File: src/logic/mesu_defines.vh
// Constants for the mask extract and shift unit
`ifndef MESU_DEFINES_VH
`define MESU_DEFINES_VH
`define MESU_WORD_W      48
`define MESU_CNT_W       6
`define MESU_OP_W        4
`define MESU_OP_NOP      4'h0
`define MESU_OP_LOAD_OPR 4'h1
`define MESU_OP_LOAD_ACC 4'h2
`define MESU_OP_ADD      4'h3
`define MESU_OP_SUB      4'h4
`define MESU_OP_INS      4'h5
`define MESU_OP_INS_ST   4'h6
`define MESU_OP_XOR_ST   4'h7
`define MESU_OP_OR_ST    4'h8
`define MESU_OP_SHIFT    4'h9
`define MESU_OP_LOAD_A   4'hA
`define MESU_OP_LOAD_Q   4'hB
`define MESU_OP_LOAD_D   4'hC
`define MESU_SH_ORD      2'h0
`define MESU_SH_NUM      2'h1
`define MESU_SH_CIRC     2'h2
`define MESU_RG_A        2'h0
`define MESU_RG_Q        2'h1
`define MESU_RG_D        2'h2
`define MESU_RG_AQ       2'h3
`define MESU_SPACE_CHAR  6'h30
`define MESU_ZERO_WORD   48'h0000_0000_0000
`endif

File: src/logic/mesu_unit.v
// Mask extract, logical store and shift datapath
// Notes on behaviour
// - Every extract first reads the memory word into the internal mem_word register.
// - Fetched bits survive where mask bit is one, else become zero.
// - Extracted word may be added, subtracted, inserted or moved to accumulator.
// - Six extract variants: load operand, load acc, add, subtract, insert, insert-store.
// - Carry-less add sums accumulator and memory bitwise, writes result to memory.
// - OR-store puts OR of operand and memory into both operand and memory.
// - Ordinary, numerical and circular shifts, either direction, on arithmetic registers.
// - Shift moves selected register left or right by instruction count.
// - Numerical shift keeps sign; right shift replicates sign into vacated bits.
// - Characters are six-bit fields; space code is binary 110000.
// - Masking is bitwise AND of mask and memory word, sources unchanged.
// - Carry-less add keeps accumulator, result goes via operand register.
`include "mesu_defines.vh"
`timescale 1ns/10ps
`default_nettype none
module mesu_unit (
   input  wire                       i_clock,
   input  wire                       i_rst,
   input  wire                       i_start,
   input  wire [`MESU_OP_W-1:0]      i_op,
   input  wire [1:0]                 i_shift_mode,
   input  wire [1:0]                 i_shift_reg,
   input  wire                       i_shift_left,
   input  wire [`MESU_CNT_W-1:0]     i_shift_count,
   input  wire [`MESU_WORD_W-1:0]    i_load_word,
   input  wire [`MESU_WORD_W-1:0]    i_mem_rdata,
   input  wire                       i_mem_rvalid,
   output reg                        o_mem_read,
   output reg                        o_mem_write,
   output reg  [`MESU_WORD_W-1:0]    o_mem_wdata,
   output reg                        o_busy,
   output reg                        o_done,
   output reg  [`MESU_WORD_W-1:0]    o_acc,
   output reg  [`MESU_WORD_W-1:0]    o_mask,
   output reg  [`MESU_WORD_W-1:0]    o_opr,
   output reg                        o_acc_zero,
   output reg  [5:0]                 o_space_char
);
   localparam [1:0] ST_IDLE  = 2'h0;
   localparam [1:0] ST_FETCH = 2'h1;
   localparam [1:0] ST_EXEC  = 2'h2;
   localparam [1:0] ST_SHIFT = 2'h3;
   localparam       W        = `MESU_WORD_W;

   reg [1:0]                 state;
   reg [`MESU_OP_W-1:0]      op;
   reg [1:0]                 sh_mode;
   reg [1:0]                 sh_reg;
   reg                       sh_left;
   reg [`MESU_CNT_W-1:0]     sh_left_cnt;
   reg [`MESU_WORD_W-1:0]    mem_word;
   reg [`MESU_WORD_W-1:0]    ext;
   reg [`MESU_WORD_W-1:0]    ins_word;
   reg [`MESU_WORD_W-1:0]    sum_word;
   reg [`MESU_WORD_W-1:0]    or_word;
   reg [2*`MESU_WORD_W-1:0]  pair;

   // One-position shift; the leftmost bit W-1 is the sign
   function [W-1:0] mesu_shift1;
      input [W-1:0] v;
      input [1:0]   mode;
      input         left;
      begin
         if (left) begin
            if (mode == `MESU_SH_CIRC)
               mesu_shift1 = {v[W-2:0], v[W-1]};
            else if (mode == `MESU_SH_NUM)
               mesu_shift1 = {v[W-1], v[W-3:0], 1'b0};
            else
               mesu_shift1 = {v[W-2:0], 1'b0};
         end else begin
            if (mode == `MESU_SH_CIRC)
               mesu_shift1 = {v[0], v[W-1:1]};
            else if (mode == `MESU_SH_NUM)
               mesu_shift1 = {v[W-1], v[W-1:1]};
            else
               mesu_shift1 = {1'b0, v[W-1:1]};
         end
      end
   endfunction

   // Masking is a pure AND; neither the mask nor the memory word is altered
   function [W-1:0] mesu_extract;
      input [W-1:0] mask;
      input [W-1:0] word;
      begin
         mesu_extract = mask & word;
      end
   endfunction

   // Insert keeps the accumulator bits that lie outside the mask
   function [W-1:0] mesu_insert;
      input [W-1:0] acc;
      input [W-1:0] mask;
      input [W-1:0] part;
      begin
         mesu_insert = (acc & ~mask) | part;
      end
   endfunction

   // Bitwise sum with every carry dropped
   function [W-1:0] mesu_carryless;
      input [W-1:0] a;
      input [W-1:0] b;
      begin
         mesu_carryless = a ^ b;
      end
   endfunction

   // A one in either word gives a one in the merged word
   function [W-1:0] mesu_or_merge;
      input [W-1:0] a;
      input [W-1:0] b;
      begin
         mesu_or_merge = a | b;
      end
   endfunction

   // All candidate results are formed in parallel; the latched op decides which lands
   always @* begin
      ext      = mesu_extract(o_mask, mem_word);
      ins_word = mesu_insert(o_acc, o_mask, ext);
      sum_word = mesu_carryless(o_acc, mem_word);
      or_word  = mesu_or_merge(o_opr, mem_word);
   end

   // Double-length shift of accumulator and mask register as one pair
   always @* begin
      pair = {o_acc, o_mask};
      if (sh_left) begin
         if (sh_mode == `MESU_SH_CIRC)
            pair = {o_acc[W-2:0], o_mask, o_acc[W-1]};
         else if (sh_mode == `MESU_SH_NUM)
            pair = {o_acc[W-1], o_acc[W-3:0], o_mask, 1'b0};
         else
            pair = {o_acc[W-2:0], o_mask, 1'b0};
      end else begin
         if (sh_mode == `MESU_SH_CIRC)
            pair = {o_mask[0], o_acc, o_mask[W-1:1]};
         else if (sh_mode == `MESU_SH_NUM)
            pair = {o_acc[W-1], o_acc, o_mask[W-1:1]};
         else
            pair = {1'b0, o_acc, o_mask[W-1:1]};
      end
   end

   always @(posedge i_clock) begin
      if (i_rst) begin
         state        <= ST_IDLE;
         op           <= `MESU_OP_NOP;
         sh_mode      <= `MESU_SH_ORD;
         sh_reg       <= `MESU_RG_A;
         sh_left      <= 1'b0;
         sh_left_cnt  <= {`MESU_CNT_W{1'b0}};
         mem_word     <= `MESU_ZERO_WORD;
         o_mem_read   <= 1'b0;
         o_mem_write  <= 1'b0;
         o_mem_wdata  <= `MESU_ZERO_WORD;
         o_busy       <= 1'b0;
         o_done       <= 1'b0;
         o_acc        <= `MESU_ZERO_WORD;
         o_mask       <= `MESU_ZERO_WORD;
         o_opr        <= `MESU_ZERO_WORD;
         o_acc_zero   <= 1'b1;
         o_space_char <= `MESU_SPACE_CHAR;
      end else begin
         o_done      <= 1'b0;
         o_mem_write <= 1'b0;
         o_mem_read  <= 1'b0;
         // Zero flag lags the accumulator by one cycle
         o_acc_zero  <= (o_acc == `MESU_ZERO_WORD);
         case (state)
            ST_IDLE: begin
               if (i_start) begin
                  op      <= i_op;
                  sh_mode <= i_shift_mode;
                  sh_reg  <= i_shift_reg;
                  sh_left <= i_shift_left;
                  sh_left_cnt <= i_shift_count;
                  o_busy  <= 1'b1;
                  case (i_op)
                     `MESU_OP_LOAD_A: begin
                        o_acc  <= i_load_word;
                        o_busy <= 1'b0;
                        o_done <= 1'b1;
                     end
                     `MESU_OP_LOAD_Q: begin
                        o_mask <= i_load_word;
                        o_busy <= 1'b0;
                        o_done <= 1'b1;
                     end
                     `MESU_OP_LOAD_D: begin
                        o_opr  <= i_load_word;
                        o_busy <= 1'b0;
                        o_done <= 1'b1;
                     end
                     `MESU_OP_SHIFT: begin
                        state <= ST_SHIFT;
                     end
                     `MESU_OP_NOP: begin
                        o_busy <= 1'b0;
                        o_done <= 1'b1;
                     end
                     `MESU_OP_LOAD_OPR, `MESU_OP_LOAD_ACC, `MESU_OP_ADD,
                     `MESU_OP_SUB, `MESU_OP_INS, `MESU_OP_INS_ST,
                     `MESU_OP_XOR_ST, `MESU_OP_OR_ST: begin
                        o_mem_read <= 1'b1;
                        state      <= ST_FETCH;
                     end
                     // Unused codes finish like a nop instead of reading memory for nothing
                     default: begin
                        o_busy <= 1'b0;
                        o_done <= 1'b1;
                     end
                  endcase
               end
            end
            // No time limit here: every read is assumed to be answered
            ST_FETCH: begin
               if (i_mem_rvalid) begin
                  mem_word <= i_mem_rdata;
                  state    <= ST_EXEC;
               end
            end
            ST_EXEC: begin
               state  <= ST_IDLE;
               o_busy <= 1'b0;
               o_done <= 1'b1;
               case (op)
                  // The masked word lands in the operand register for every extract except insert-store
                  `MESU_OP_LOAD_OPR: begin
                     o_opr <= ext;
                  end
                  `MESU_OP_LOAD_ACC: begin
                     o_opr <= ext;
                     o_acc <= ext;
                  end
                  `MESU_OP_ADD: begin
                     o_opr <= ext;
                     o_acc <= o_acc + ext;
                  end
                  `MESU_OP_SUB: begin
                     o_opr <= ext;
                     o_acc <= o_acc - ext;
                  end
                  // Insert keeps accumulator bits outside the mask
                  `MESU_OP_INS: begin
                     o_opr <= ext;
                     o_acc <= ins_word;
                  end
                  `MESU_OP_INS_ST: begin
                     o_opr       <= ins_word;
                     o_acc       <= ins_word;
                     o_mem_wdata <= ins_word;
                     o_mem_write <= 1'b1;
                  end
                  // Accumulator deliberately untouched by the carry-less sum
                  `MESU_OP_XOR_ST: begin
                     o_opr       <= sum_word;
                     o_mem_wdata <= sum_word;
                     o_mem_write <= 1'b1;
                  end
                  `MESU_OP_OR_ST: begin
                     o_opr       <= or_word;
                     o_mem_wdata <= or_word;
                     o_mem_write <= 1'b1;
                  end
                  default: begin
                     o_opr <= o_opr;
                  end
               endcase
            end
            ST_SHIFT: begin
               // One position per cycle keeps the shifter small; count 0 ends at once
               if (sh_left_cnt == {`MESU_CNT_W{1'b0}}) begin
                  state  <= ST_IDLE;
                  o_busy <= 1'b0;
                  o_done <= 1'b1;
               end else begin
                  sh_left_cnt <= sh_left_cnt - {{(`MESU_CNT_W-1){1'b0}}, 1'b1};
                  case (sh_reg)
                     `MESU_RG_A: o_acc  <= mesu_shift1(o_acc, sh_mode, sh_left);
                     `MESU_RG_Q: o_mask <= mesu_shift1(o_mask, sh_mode, sh_left);
                     `MESU_RG_D: o_opr  <= mesu_shift1(o_opr, sh_mode, sh_left);
                     default: begin
                        o_acc  <= pair[2*W-1:W];
                        o_mask <= pair[W-1:0];
                     end
                  endcase
               end
            end
            default: begin
               state  <= ST_IDLE;
               o_busy <= 1'b0;
            end
         endcase
      end
   end
endmodule
`default_nettype wire

File: config.mk
export PLATFORM = sky130hd
export DESIGN_NAME = mesu_unit
export DESIGN_NICKNAME = d
export VERILOG_FILES = /design/src/logic/mesu_unit.v
export VERILOG_INCLUDE_DIRS = /design/src /design/src/logic
export SDC_FILE = /design/constraint.sdc
export NUM_CORES = 1
export LEC_CHECK = 0
export BUFFER_PORTS_ARGS = -buffer_cell sky130_fd_sc_hd__buf_2
export CORE_ASPECT_RATIO = 1.1
export CORE_MARGIN = 2
export CORE_UTILIZATION = 50
export CTS_CLUSTER_SIZE = 24
export DETAILED_ROUTE_END_ITERATION = 7
export HOLD_SLACK_MARGIN = 0.12
export PLACE_DENSITY_LB_ADDON = 0.08
export SLEW_MARGIN = 20
export SYNTH_ARGS = -nofsm -noshare
export SYNTH_HDL_FRONTEND = slang
export SYNTH_SLANG_ARGS = --single-unit
export TNS_END_PERCENT = 10
File: constraint.sdc
create_clock -name i_clock -period 5.88 [get_ports i_clock]
set_input_delay 0.588 -clock i_clock [delete_from_list [all_inputs] [get_ports i_clock]]
set_output_delay 0.588 -clock i_clock [all_outputs]
set_load 0.05 [all_outputs]
==> qor.yml <==
async_reset_ff_share_pct: 0
ctsRootBufferMaster: "clkbuf_16"
ys_ff_latch: 262
power_density_nw_per_um2: 259
gr-total-overflow: 0
coreArea_sq_um: 39100
rows: 76
synth_top_area_share_pct: 26.6
skew_ns: 0.00805
clk_pin_slew_ns: 0.06
antennaDiodeCount: 0
start_util_pct: 50.5
die_area_sq_um: 41100
wl_per_cell_microns: 22.8
syn_area_per_cell_sq_um: 7.17
tns_ns: 0
gp_congestion: 0.910
cts_resized: 0
via_count: 22400
ys_top_cells_by_area: "dfxtp_1, a21oi_1, mux2i_1, o21ai_0, nor2_1"
synth-main-ff-cell: "dfxtp_1"
register_area_sq_um: 5250
die_h_microns: 212
synth_edf_count: 0
setup-violations-final: 0
multi_input_area_sq_um: 13600
synth_cell_type_count: 77
grt_max_degree: 113
ioPinCount: 318
port_buffers: 311
critPathLaunchType: "register"
status: "completed"
grt_setup_unrepaired: "no"
fin_crit_sh_pct: 91.6
leakage_nw: 8.65
ir_drop_v: 0.000284
cts.sinks: 262
htree_levels: 1
min_path_type: "in2reg"
place_inst: 3396
synthesis.area_sq_um: 19800
synthMostInstantiatedCell: "a21oi_1"
regToRegStartpoint: "o_mask[0]$_SDFFE_PP0P_"
grt_pass1_vias: 21600
grtUsageTotal_pct: 36.6
die_w_microns: 194
design_area_sq_um: 22600
clock.fmax_mhz: 186
hold_viol: 0
hold_buffers: 0
cts_buffer_depth: 3
seq_area_frac_synth_pct: 26.6
cp_data_required_time_ns: 6.41
antenna_left: 0
yosysWarningCount: 0
antenna_found_initial: 0
cap_viol_max_count: 0
rr_worst_depth: 18
worst_slew_pin_slew_ns: 1.18
cts_setup_buffers: 0
path_class: "reg2reg"
final_max_slew_viol_count: 0
power.total_mw: 5.84
synth_area_leader_cell: "dfxtp_1"
drive_gt1_share_pct: 14.8
viasPerCell: 6.49
dpl.hpwl_microns: 53200
drc: 0
cp_max_fo: 11
holdCritStartpoint: "i_shift_left"
drt_iter0_markers: 1879
cts_buffers: 31
final_cells: 3452
grt_pass1_wl_microns: 122000
totalWireLength_microns: 78600
clk_latency_ns: 0.59
rrSetupSlack_ns: 0.49
crit_arrival_ns: 5.92
post-route-min-period_ns: 5.39
syn_inst: 2757
fin_util_pct: 57.7
nFillCells: 3849
fin_nets: 3090
first_pass_iters: 8
netlist_top_cells_count: "a21oi_1, nor2_1, nand2_1, dfxtp_1, o21ai_0"
end_kind: "register"
min_to: "sh_left$_SDFFE_PP0P_"
cts_tree: "yes"
place_area_sq_um: 21500
worst_slew_margin_rel_pct: 21.2
r2r-end: "o_acc[42]$_SDFFE_PP0P_"
syn_to_final_growth_pct: 14.2
hold_path_depth: 3
==> per-layer routing <==
layer / track usage (%) / part of all wire, % / up-vias
met3: 4.49 / 7.9 / 234
li1: - / - / 10400
met2: 62.1 / 47 / 1144
met5: 0 / 0 / -
met4: 16.1 / 4.2 / 0
met1: 47.0 / 41 / 10600
==> stage by stage <==
| stage | setup WS (ns) | hold slack (ns) |
|---|---|---|
| 2_1_floorplan | 1.26 | 0.440 |
| 3_3_place_gp | 0.783 | 0.437 |
| 3_5_place_dp | 0.658 | 0.446 |
| 4_1_cts | 0.614 | 0.225 |
| 5_1_grt | 0.0546 | 0.235 |
| 6_report | 0.494 | 0.230 |
==> area by class of cell <==
type,count,share of cell area [%]
well taps,507,2.81
multi-input cells,2234,60.3
clock inverters,10,0.582
flip-flops and latches,262,23.3
repair buffers,349,8.26
clock buffers,46,4.00
inverters,44,0.732
==> how the worst max path moves through the flow <==
stage / slack (ns) / endpoint / startpoint / depth (start not counted)
after CTS: 0.61 / o_acc[42]$_SDFFE_PP0P_ / o_mask[0]$_SDFFE_PP0P_ / 17
after floorplan: 1.26 / o_acc[47]$_SDFFE_PP0P_ / o_mask[0]$_SDFFE_PP0P_ / 19
after detailed placement: 0.66 / o_acc[42]$_SDFFE_PP0P_ / o_mask[0]$_SDFFE_PP0P_ / 17
after global placement: 0.78 / o_acc[42]$_SDFFE_PP0P_ / o_mask[0]$_SDFFE_PP0P_ / 18
after global routing: 0.05 / o_acc[42]$_SDFFE_PP0P_ / o_mask[0]$_SDFFE_PP0P_ / 17
final: 0.49 / o_acc[42]$_SDFFE_PP0P_ / o_mask[0]$_SDFFE_PP0P_ / 18
==> where the power goes <==
group	leakage [nW]	switching [mW]	internal, mW
Combinational	6.02	1.18	0.631
Clock	0.508	0.836	1.18
Sequential	2.13	0.166	1.85
Total	8.65	2.18	3.66
==> cell families after synthesis <==
kind of cell             Yosys count  synth area share [%]
other                              2                0.0380
buffers and inverters            265                  5.23
adder cells (fa/ha/maj)           53                  3.39
flip-flops                       262                  26.6
multiplexers                     148                  7.52
AND/OR/NAND/NOR                  899                  20.8
XOR/XNOR                          94                  4.17
AO/OA/AOI/OAI                   1034                  32.3
==> layout by cell type (no fill, tap or decap), types with 45 or more instances in the layout <==
master    count
a21oi_1     346
nor2_1      319
buf_2       310
nand2_1     290
dfxtp_1     260
o21ai_0     255
mux2i_1     144
a211oi_1     98
nand2b_1     64
o211ai_1     59
a221oi_1     55
xnor2_1      54
ha_1         52
nor3b_1      45
==> worst max-delay path: stages (launching register included) <==
cell and delay [ns]:
dfxtp_1 0.41, a22oi_1 0.34, and3_1 0.35, nand4_1 0.36
nor3_1 0.64, nor3b_2 0.40, nand3_1 0.17, nand2_1 0.12
xnor2_1 0.07, ha_1 0.38, nand4_1 0.14, or2_2 0.33
nor3_1 0.19, a21oi_1 0.18, o21ai_0 0.41, a31oi_1 0.16
xor2_1 0.16, a221oi_1 0.27, o221a_2 0.23
Power figures use the tool's default switching activity.
